`config.mk`:
```
export PLATFORM = sky130hd
export DESIGN_NAME = tcif_ctrl
export DESIGN_NICKNAME = d
export VERILOG_FILES = /design/src/pkg/tcif_pkg.sv /design/src/core/tcif_ctrl.sv
export SDC_FILE = /design/constraint.sdc
export NUM_CORES = 1
export LEC_CHECK = 0
export BUFFER_PORTS_ARGS = -buffer_cell sky130_fd_sc_hd__clkbuf_2
export CAP_MARGIN = 20
export CORE_MARGIN = 3
export CORE_UTILIZATION = 45
export DETAILED_ROUTE_END_ITERATION = 12
export GPL_TIMING_DRIVEN = 0
export PLACE_DENSITY = 0.7
export SLEW_MARGIN = 30
export SYNTH_ARGS = -nofsm -noshare
export SYNTH_HDL_FRONTEND = slang
export SYNTH_SLANG_ARGS = --single-unit
```
`constraint.sdc`:
```
create_clock -name clock -period 2.7 [get_ports clock]
set_input_delay 0.135 -clock clock [delete_from_list [all_inputs] [get_ports clock]]
set_output_delay 0.135 -clock clock [all_outputs]
set_load 0.02 [all_outputs]
```
`src/pkg/tcif_pkg.sv`:
```
// package: constants and carriers for the token controller init and fixes
package tcif_pkg;
  // clock and timing
  localparam int CLK_MHZ              = 100;
  localparam int INIT_LIMIT_US        = 96;
  localparam int INIT_LIMIT_CYC       = INIT_LIMIT_US * CLK_MHZ;
  localparam int IRQ_OFF_NS           = 200;
  localparam int IRQ_OFF_CYC          = (IRQ_OFF_NS * CLK_MHZ + 999) / 1000 + 1;
  localparam int CMD_GAP_CRYSTAL_CLOCK_NS      = 100;
  localparam int CMD_GAP_CRYSTAL_CLOCK_CYC     = (CMD_GAP_CRYSTAL_CLOCK_NS * CLK_MHZ + 999) / 1000;
  localparam int OSC_PER_BIT          = 8;
  localparam int PROHIBIT_OSC_TICKS   = 4;
  // register offsets, byte addresses, chosen layout
  localparam logic [3:0] REG_CTRL     = 4'h0;
  localparam logic [3:0] REG_NODE     = 4'h4;
  localparam logic [3:0] REG_PROBE    = 4'h8;
  localparam logic [3:0] REG_CMD      = 4'hc;
  localparam logic [3:0] REG_STAT     = 4'h0;
  // ctrl field positions
  localparam int CTRL_IDLE_DIS        = 0;
  localparam int CTRL_REFINE          = 1;
  localparam int CTRL_SRESET          = 2;
  localparam int CTRL_PRESC_LO        = 4;
  localparam int CTRL_MASK_LO         = 8;
  // status field positions
  localparam int ST_TA                = 0;
  localparam int ST_RI                = 1;
  localparam int ST_INIT_DONE         = 2;
  localparam int ST_CMD_BUSY          = 3;
  localparam int ST_IRQ               = 4;
  // command codes
  localparam logic [7:0] CMD_CLR_IRQ  = 8'h1e;
  localparam logic [7:0] CMD_CLR_FLAG = 8'h08;
  localparam logic [7:0] CMD_EN_TX    = 8'h03;
  localparam logic [7:0] CMD_EN_RX    = 8'h04;
  // init RAM values, soft reset node id and reset values
  localparam logic [7:0] INIT_SIG     = 8'hd1;
  localparam logic [10:0] INIT_ADDR0  = 11'h000;
  localparam logic [10:0] INIT_ADDR1  = 11'h001;
  localparam logic [7:0] NODE_ZERO    = 8'h00;
  localparam logic [2:0] PRESC_RST    = 3'h0;
  localparam logic [7:0] MASK_RST     = 8'h00;
  // ram write carrier
  typedef struct packed {
    logic        we;
    logic [10:0] addr;
    logic [7:0]  data;
  } tcif_ram_wr_t;
  // micro-program state
  typedef enum logic [1:0] {TCIF_IDLE, TCIF_SYNC, TCIF_W0, TCIF_W1} tcif_init_t;
endpackage : tcif_pkg

```
`src/core/tcif_ctrl.sv`:
```
// design: init gating and timing refinements of the token controller
// Notes on behaviour
// - idle wait on: init writes wait idle line
// - idle wait off: init writes immediately
// - node write: d1 at 000, id at 001
// - init routine decode suppresses wait instruction
// - refinement bit defaults off, enables all fixes but init gating
// - clear commands or successor read drop interrupt
// - refined disable time exceeds 200 ns
// - prescaler output picked by select field
// - refined select resynchronised before use
// - legacy command spacing from oscillator clock
// - refined command spacing 100 ns crystal
// - legacy enable commands refused during prohibition
// - refined status returns high at pulse end
// - receiver inhibited return raises interrupt when mask bit ST_RI is set
// - refined probe or node write clears lingering
// - refined mask cleared by both resets
// - legacy soft reset keeps mask
// - soft reset on node zero or reset bit
// - soft reset sets both status bits
//
// The placing of the registers and the Avalon-MM slave port were left to the implementer.
`timescale 1ns/10ps
`default_nettype none
module tcif_ctrl (
  // clock and reset
  input  wire logic                  clock,
  input  wire logic                  resetn,
  // avalon-mm slave
  input  wire logic [3:0]            address,
  input  wire logic                  read,
  input  wire logic                  write,
  input  wire logic [31:0]           writedata,
  output logic [31:0]                readdata,
  output logic                       waitrequest,
  // network and micro-program side
  input  wire logic                  line_active,
  input  wire logic                  osc_tick,
  input  wire logic                  ucode_sync,
  input  wire logic                  ta_set_pulse,
  input  wire logic                  ri_set_pulse,
  input  wire logic                  event_irq,
  input  wire logic                  successor_own_a_rd,
  // outputs
  output tcif_pkg::tcif_ram_wr_t     ram_wr,
  output logic                       ucode_stall,
  output logic [2:0]                 rate_prescale_select,
  output logic                       interrupt_out_n,
  output logic                       probe_clear,
  output logic                       en_tx_cmd,
  output logic                       en_rx_cmd
);
  import tcif_pkg::*;

  logic             line_idle_wait_disable;
  logic             refinement_enable;
  logic             soft_reset_bit;
  logic [2:0]       presc_reg;
  logic [7:0]       mask;
  logic [7:0]       own_a;
  logic [7:0]       probe_own_a;
  logic             transmitter_available;
  logic             receiver_inhibited;
  logic             irq_pend;
  logic [7:0]       irq_off_cnt;
  logic [7:0]       cmd_gap_cnt;
  logic [3:0]       prohibit_cnt;
  logic             line_meta;
  logic             line_sync;
  logic [2:0]       presc_meta;
  logic [2:0]       presc_sync;
  logic             node_wr_seen;
  logic [13:0]      init_cnt;
  logic             ri_pulse_d;
  logic             ta_pulse_d;
  tcif_init_t       init_state;
  logic             wr_ctrl;
  logic             wr_node;
  logic             wr_probe;
  logic             wr_cmd;
  logic             cmd_ok;
  logic             soft_reset;
  logic             in_init;
  logic [7:0]       cmd;
  logic             ri_rise;
  logic             rd_done;

  ////////////////////////////////////////////////////////////////////////////
  // bus decode: writes answer at once, reads one cycle later
  assign waitrequest = read && !rd_done;
  assign wr_ctrl     = write && address == REG_CTRL;
  assign wr_node     = write && address == REG_NODE;
  assign wr_probe    = write && address == REG_PROBE;
  assign wr_cmd      = write && address == REG_CMD;
  assign cmd         = writedata[7:0];
  // reset bit acts on its rising write only
  assign soft_reset  = (wr_node && cmd == NODE_ZERO)
                    || (wr_ctrl && writedata[CTRL_SRESET]
                        && !soft_reset_bit);

  // read data loaded in the first cycle, handed over in the second
  always_ff @(posedge clock or negedge resetn) begin
    if (!resetn) begin
      rd_done <= 1'b0;
    end else begin
      rd_done <= read && !rd_done;
    end
  end

  always_ff @(posedge clock or negedge resetn) begin
    if (!resetn) begin
      readdata <= 32'h0;
    end else if (read && !rd_done) begin
      case (address)
        REG_STAT: readdata <= {27'h0, ~interrupt_out_n, cmd_gap_cnt != 8'h0,
                               init_state == TCIF_IDLE && node_wr_seen,
                               receiver_inhibited, transmitter_available};
        REG_NODE:  readdata <= {24'h0, own_a};
        REG_PROBE: readdata <= {24'h0, probe_own_a};
        default:   readdata <= 32'h0;
      endcase
    end
  end

  ////////////////////////////////////////////////////////////////////////////
  // configuration
  always_ff @(posedge clock or negedge resetn) begin
    if (!resetn) begin
      line_idle_wait_disable <= 1'b0;
      refinement_enable      <= 1'b0;
      soft_reset_bit         <= 1'b0;
      presc_reg              <= PRESC_RST;
    end else if (wr_ctrl) begin
      line_idle_wait_disable <= writedata[CTRL_IDLE_DIS];
      refinement_enable      <= writedata[CTRL_REFINE];
      soft_reset_bit         <= writedata[CTRL_SRESET];
      presc_reg              <= writedata[CTRL_PRESC_LO +: 3];
    end
  end

  // mask: hard reset always, soft reset only when refined
  always_ff @(posedge clock or negedge resetn) begin
    if (!resetn) begin
      mask <= MASK_RST;
    end else if (soft_reset && refinement_enable) begin
      mask <= MASK_RST;
    end else if (wr_ctrl) begin
      mask <= writedata[CTRL_MASK_LO +: 8];
    end
  end

  always_ff @(posedge clock or negedge resetn) begin
    if (!resetn) begin
      own_a         <= 8'h0;
      probe_own_a <= 8'h0;
    end else begin
      if (wr_node) own_a <= cmd;
      if (wr_probe) probe_own_a <= cmd;
    end
  end

  // refined: node or probe write wipes old probe and duplicate state
  always_ff @(posedge clock or negedge resetn) begin
    if (!resetn) begin
      probe_clear <= 1'b0;
    end else begin
      probe_clear <= refinement_enable && (wr_node || wr_probe);
    end
  end

  ////////////////////////////////////////////////////////////////////////////
  // line and prescale synchronisers
  always_ff @(posedge clock or negedge resetn) begin
    if (!resetn) begin
      line_meta <= 1'b0;
      line_sync <= 1'b0;
    end else begin
      line_meta <= line_active;
      line_sync <= line_meta;
    end
  end

  always_ff @(posedge clock or negedge resetn) begin
    if (!resetn) begin
      presc_meta           <= PRESC_RST;
      presc_sync           <= PRESC_RST;
      rate_prescale_select <= PRESC_RST;
    end else begin
      presc_meta <= presc_reg;
      presc_sync <= presc_meta;
      rate_prescale_select <= refinement_enable ? presc_sync
                                                : presc_reg;
    end
  end

  ////////////////////////////////////////////////////////////////////////////
  // init micro-program
  assign in_init     = init_state != TCIF_IDLE;
  // wait held only outside init or when idle waiting is enabled
  assign ucode_stall = line_sync && ((ucode_sync && !in_init)
                    || (init_state == TCIF_SYNC
                        && !line_idle_wait_disable));

  always_ff @(posedge clock or negedge resetn) begin
    if (!resetn) begin
      init_state   <= TCIF_IDLE;
      ram_wr       <= '0;
      node_wr_seen <= 1'b0;
      init_cnt     <= 14'h0;
    end else begin
      ram_wr.we <= 1'b0;
      if (in_init) init_cnt <= init_cnt + 14'h1;
      case (init_state)
        TCIF_IDLE: if (wr_node && cmd != NODE_ZERO) begin
          init_state   <= TCIF_SYNC;
          node_wr_seen <= 1'b1;
          init_cnt     <= 14'h0;
        end
        TCIF_SYNC: if (line_idle_wait_disable) begin
          init_state <= TCIF_W0;
        end else if (!line_sync) begin
          init_state <= TCIF_W0;
        end
        TCIF_W0: begin
          ram_wr     <= '{we: 1'b1, addr: INIT_ADDR0, data: INIT_SIG};
          init_state <= TCIF_W1;
        end
        TCIF_W1: begin
          ram_wr     <= '{we: 1'b1, addr: INIT_ADDR1, data: own_a};
          init_state <= TCIF_IDLE;
        end
        default: init_state <= TCIF_IDLE;
      endcase
    end
  end

  ////////////////////////////////////////////////////////////////////////////
  // status bits: legacy rises at pulse start, refined at pulse end
  always_ff @(posedge clock or negedge resetn) begin
    if (!resetn) begin
      ta_pulse_d <= 1'b0;
      ri_pulse_d <= 1'b0;
    end else begin
      ta_pulse_d <= ta_set_pulse;
      ri_pulse_d <= ri_set_pulse;
    end
  end

  always_ff @(posedge clock or negedge resetn) begin
    if (!resetn) begin
      transmitter_available <= 1'b1;
      receiver_inhibited    <= 1'b1;
    end else if (soft_reset) begin
      transmitter_available <= 1'b1;
      receiver_inhibited    <= 1'b1;
    end else begin
      if (refinement_enable ? (ta_pulse_d && !ta_set_pulse)
                            : ta_set_pulse)
        transmitter_available <= 1'b1;
      else if (en_tx_cmd)
        transmitter_available <= 1'b0;
      if (refinement_enable ? (ri_pulse_d && !ri_set_pulse)
                            : ri_set_pulse)
        receiver_inhibited <= 1'b1;
      else if (en_rx_cmd)
        receiver_inhibited <= 1'b0;
    end
  end

  assign ri_rise = (refinement_enable ? (ri_pulse_d && !ri_set_pulse)
                                      : ri_set_pulse) && !receiver_inhibited;

  ////////////////////////////////////////////////////////////////////////////
  // command spacing and prohibition window
  assign cmd_ok = cmd_gap_cnt == 8'h0;

  always_ff @(posedge clock or negedge resetn) begin
    if (!resetn) begin
      cmd_gap_cnt <= 8'h0;
    end else if (wr_cmd && cmd_ok) begin
      cmd_gap_cnt <= refinement_enable ? 8'(CMD_GAP_CRYSTAL_CLOCK_CYC)
                                       : 8'(OSC_PER_BIT / 8 + 1);
    end else if (cmd_gap_cnt != 8'h0 && (refinement_enable || osc_tick)) begin
      cmd_gap_cnt <= cmd_gap_cnt - 8'h1;
    end
  end

  always_ff @(posedge clock or negedge resetn) begin
    if (!resetn) begin
      prohibit_cnt <= 4'h0;
    end else if (!refinement_enable && (ta_set_pulse || ri_set_pulse)) begin
      prohibit_cnt <= 4'(PROHIBIT_OSC_TICKS);
    end else if (prohibit_cnt != 4'h0 && osc_tick) begin
      prohibit_cnt <= prohibit_cnt - 4'h1;
    end
  end

  always_ff @(posedge clock or negedge resetn) begin
    if (!resetn) begin
      en_tx_cmd <= 1'b0;
      en_rx_cmd <= 1'b0;
    end else begin
      en_tx_cmd <= wr_cmd && cmd_ok && cmd == CMD_EN_TX
                && prohibit_cnt == 4'h0;
      en_rx_cmd <= wr_cmd && cmd_ok && cmd == CMD_EN_RX
                && prohibit_cnt == 4'h0;
    end
  end

  ////////////////////////////////////////////////////////////////////////////
  // interrupt with minimum disable time
  always_ff @(posedge clock or negedge resetn) begin
    if (!resetn) begin
      irq_pend    <= 1'b0;
      irq_off_cnt <= 8'h0;
    end else begin
      if (!interrupt_out_n && ((wr_cmd && cmd_ok && (cmd == CMD_CLR_IRQ
          || cmd == CMD_CLR_FLAG)) || successor_own_a_rd)) begin
        irq_off_cnt <= refinement_enable ? 8'(IRQ_OFF_CYC)
                                         : 8'h1;
      end else if (irq_off_cnt != 8'h0) begin
        irq_off_cnt <= irq_off_cnt - 8'h1;
      end
      if (ri_rise && mask[ST_RI]) begin
        irq_pend <= 1'b1;
      end else if (event_irq) begin
        irq_pend <= 1'b1;
      end else if (soft_reset) begin
        irq_pend <= 1'b0;
      end
    end
  end

  assign interrupt_out_n = !(irq_pend && irq_off_cnt == 8'h0);
endmodule : tcif_ctrl
`default_nettype wire

```
==> results.sh <==
export IMPL_powerDensity_mw_per_mm2=879
export IMPL_hp_class="input port to flop"
export IMPL_netlist_area_sq_mm=0.00392
export IMPL_p_sw_w=0.00140
export IMPL_die_area_sq_mm=0.00986
export IMPL_tns_ps=0
export IMPL_finalSetupViolations=0
export IMPL_path_cells="nor4_1 > nand3_1 > nor3b_1 > nor2b_1 > a21o_1"
export IMPL_area_delta_synth_final_pct=20.8
export IMPL_p_leak_nw=2.36
export IMPL_n_antenna_cell=0
export IMPL_synth_seq_cells=84
export IMPL_antenna_found_initial=0
export IMPL_fp_row_count=33
export IMPL_post_drt_wl_per_cell_um=14.1
export IMPL_postSynth_asyncResetShare_pct=100
export IMPL_cts_root_buffer="clkbuf_8"
export IMPL_wl_mm=7.80
export IMPL_synth_ff_type="dfrtp_1"
export IMPL_max_cap_viol_count=0
export IMPL_grt_max_degree=58
export IMPL_crit_family="simple AND/OR/NAND/NOR gates"
export IMPL_clock_skew_ps=7.93
export IMPL_path_clk_slew_ps=80
export IMPL_clock_path_buffers=2
export IMPL_finalHoldViolations=0
export IMPL_intPower_w=0.00276
export IMPL_clock_latency_ps=340
export IMPL_syn_mean_instance_area_sq_um=11.4
export IMPL_end_kind="flop"
export IMPL_synth_edf_count=0
export IMPL_worstPathRequired_ps=2940
export IMPL_initial_core_util_pct=47.0
export IMPL_crit_slowest_cell="nor4_1"
export IMPL_dr_pass1_iters=4
export IMPL_via_per_inst=4.88
export IMPL_n_fill_cell=714
export IMPL_cts_tree="built"
export IMPL_p_seq_share_pct=44.9
export IMPL_post_place_ws_ps=614
export IMPL_cpPeakStageDelay_ps=490
export IMPL_ys_types=46
export IMPL_slew_viol_final=0
export IMPL_cp_max_fo=5
export IMPL_worst_slack_ps=624
export IMPL_via_count=2705
export IMPL_fin_crit_ps=2080
export IMPL_die_x_um=99.3
export IMPL_irDropWorstVdd_mv=0.498
export IMPL_crit_buf_inv=0
export IMPL_cts_setup_buffers=0
export IMPL_pwr_share_clk_pct=23.4
export IMPL_largest_reg_flops=10
export IMPL_antenna_left=0
export IMPL_gp_congestion=0.784
export IMPL_grt_use_total_pct=16.8
export IMPL_nets=501
export IMPL_tightest_slew_ps=711
export IMPL_clkSinkCount=84
export IMPL_fin_crit_sh_pct=76.9
export IMPL_io_buffers=49
export IMPL_grt_pass1_vias=2655
export IMPL_yosys_warnings=0
export IMPL_drive_gt1_share_pct=28.7
export IMPL_dp_final_hpwl_mm=5.82
export IMPL_drc=0
export IMPL_core_area_sq_mm=0.00834
export IMPL_slew_headroom_pct=52.5
export IMPL_start_kind="flop"
export IMPL_outcome="finished clean"
export IMPL_grt_pass1_wl_mm=13.0
export IMPL_fmax_mhz=482
export IMPL_path_class="flop to flop"
export IMPL_cts_buffers=9
export IMPL_p_comb_share_pct=31.7
export IMPL_die_y_um=99.3
export IMPL_arrival_ps=2310
export IMPL_netlist_instances=344
export IMPL_cts_htree_levels=3
export IMPL_switching_share_pct=33.6
export IMPL_rsz0062_at_grt="false"
export IMPL_io_pins=108
export IMPL_drtIter0Drc=112
export IMPL_overflow=0
export IMPL_regMostFlops="ram_wr"
export IMPL_synth_seq_area_share_pct=53.7
[metal layers]
layer	up-vias	GRT usage (%)	share of wire, %
li1	1329	-	-
met1	1286	21.4	43
met2	79	28.2	50
met3	11	3.72	5.6
met4	0	6.51	1.8
met5	-	0	0
[what timing repair did]
item	CTS	global route
endpoints found under the hold margin	87	0
endpoints found under the setup margin	0	0
hold buffers	6	0
gates resized for setup	0	0
[power by group through the flow]
stage          Sequential (W)  Clock (W)  Combinational [W]
2_1_floorplan         0.00194          0           0.000883
3_3_place_gp          0.00188          0            0.00125
3_5_place_dp          0.00189          0            0.00131
4_1_cts               0.00187    0.00101            0.00134
5_1_grt               0.00192    0.00107            0.00148
6_report              0.00187   0.000974            0.00132
[cell usage after synthesis, types with 2 or more instances]
cell type	instances	share of area, %
nor4_1	5	0.80
buf_4	34	6.5
nand2b_1	4	0.64
xnor2_1	7	1.6
nand3_1	8	1.0
dfrtp_1	82	52
a22o_1	16	3.6
mux2i_1	8	2.0
clkbuf_1	7	0.67
mux2_2	25	7.2
a211oi_1	2	0.38
a21oi_1	6	0.77
nor2b_1	13	2.1
o21ai_0	11	1.4
a21o_1	3	0.58
nand2_1	24	2.3
nor3_1	8	1.0
nor2_1	20	1.9
nor3b_1	3	0.58
ha_1	10	3.2
a211o_1	5	1.1
inv_1	18	1.7
dfstp_2	2	1.3
[area by class of cell]
cell class / instances / area [sq um] / area share, %
Tap cell: 105 / 131 / 2.78
Timing Repair Buffer: 56 / 342 / 7.22
Inverter: 18 / 67.6 / 1.43
Sequential cell: 84 / 2100 / 44.5
Buffer: 41 / 282 / 5.95
Clock buffer: 12 / 145 / 3.07
Clock inverter: 4 / 72.6 / 1.53
Multi-Input combinational cell: 234 / 1590 / 33.5
[worst paths after layout]
kind / startpoint / endpoint / slack [ps] / cells after the start
max: cmd_gap_cnt[4] / cmd_gap_cnt[0] / 620 / 5
min: writedata[1] / en_rx_cmd / 80 / 2
max reg2reg: cmd_gap_cnt[4] / cmd_gap_cnt[0] / 620 / 5
min reg2reg: presc_meta[0] / presc_sync[0] / 360 / 0
max in group asynchronous: resetn / transmitter_available / 1870 / 3
min in group asynchronous: resetn / irq_off_cnt[5] / 240 / 2
[cell usage in the layout (no fill, tap or decap), types with 7 or more instances in the layout]
master	count
dfrtp_1	82
clkbuf_2	48
buf_4	34
conb_1	34
mux2_2	25
nand2_1	24
nor2_1	20
inv_1	18
a22o_1	16
nor2b_1	13
o21ai_0	11
clkbuf_8	11
ha_1	10
clkbuf_1	9
nor3_1	8
nand3_1	8
mux2i_1	8
xnor2_1	7
[stage by stage]
step / hold slack [ps] / instance area [sq um] / cells / power, W / utilization [%]
after floorplan: -161 / 4040 / 377 / 0.00282 / -
after global routing: 74.3 / 4730 / 554 / 0.00446 / 56.7
after detailed placement: 40.0 / 4450 / 532 / 0.00320 / 53.4
final: 78.0 / 4730 / 554 / 0.00416 / 56.7
after CTS: 51.8 / 4730 / 554 / 0.00421 / 56.7
after global placement: 246 / 4420 / 531 / 0.00312 / 53.0
[cell families (layout without fill, tap and decap cells)]
logic type / count (synthesis) / after routing / share of synthesized area, %
AOI/OAI and AO/OA: 55 / 55 / 10.5
xor gates and xnor gates: 8 / 8 / 1.79
adders and majority gates: 10 / 10 / 3.19
buffers and inverters: 59 / 131 / 8.91
DFF: 84 / 84 / 53.7
muxes: 34 / 34 / 9.52
other: 1 / 34 / 0.0958
and+or+nand+nor: 93 / 93 / 12.2
No activity file was read; power rests on OpenSTA's default activity.
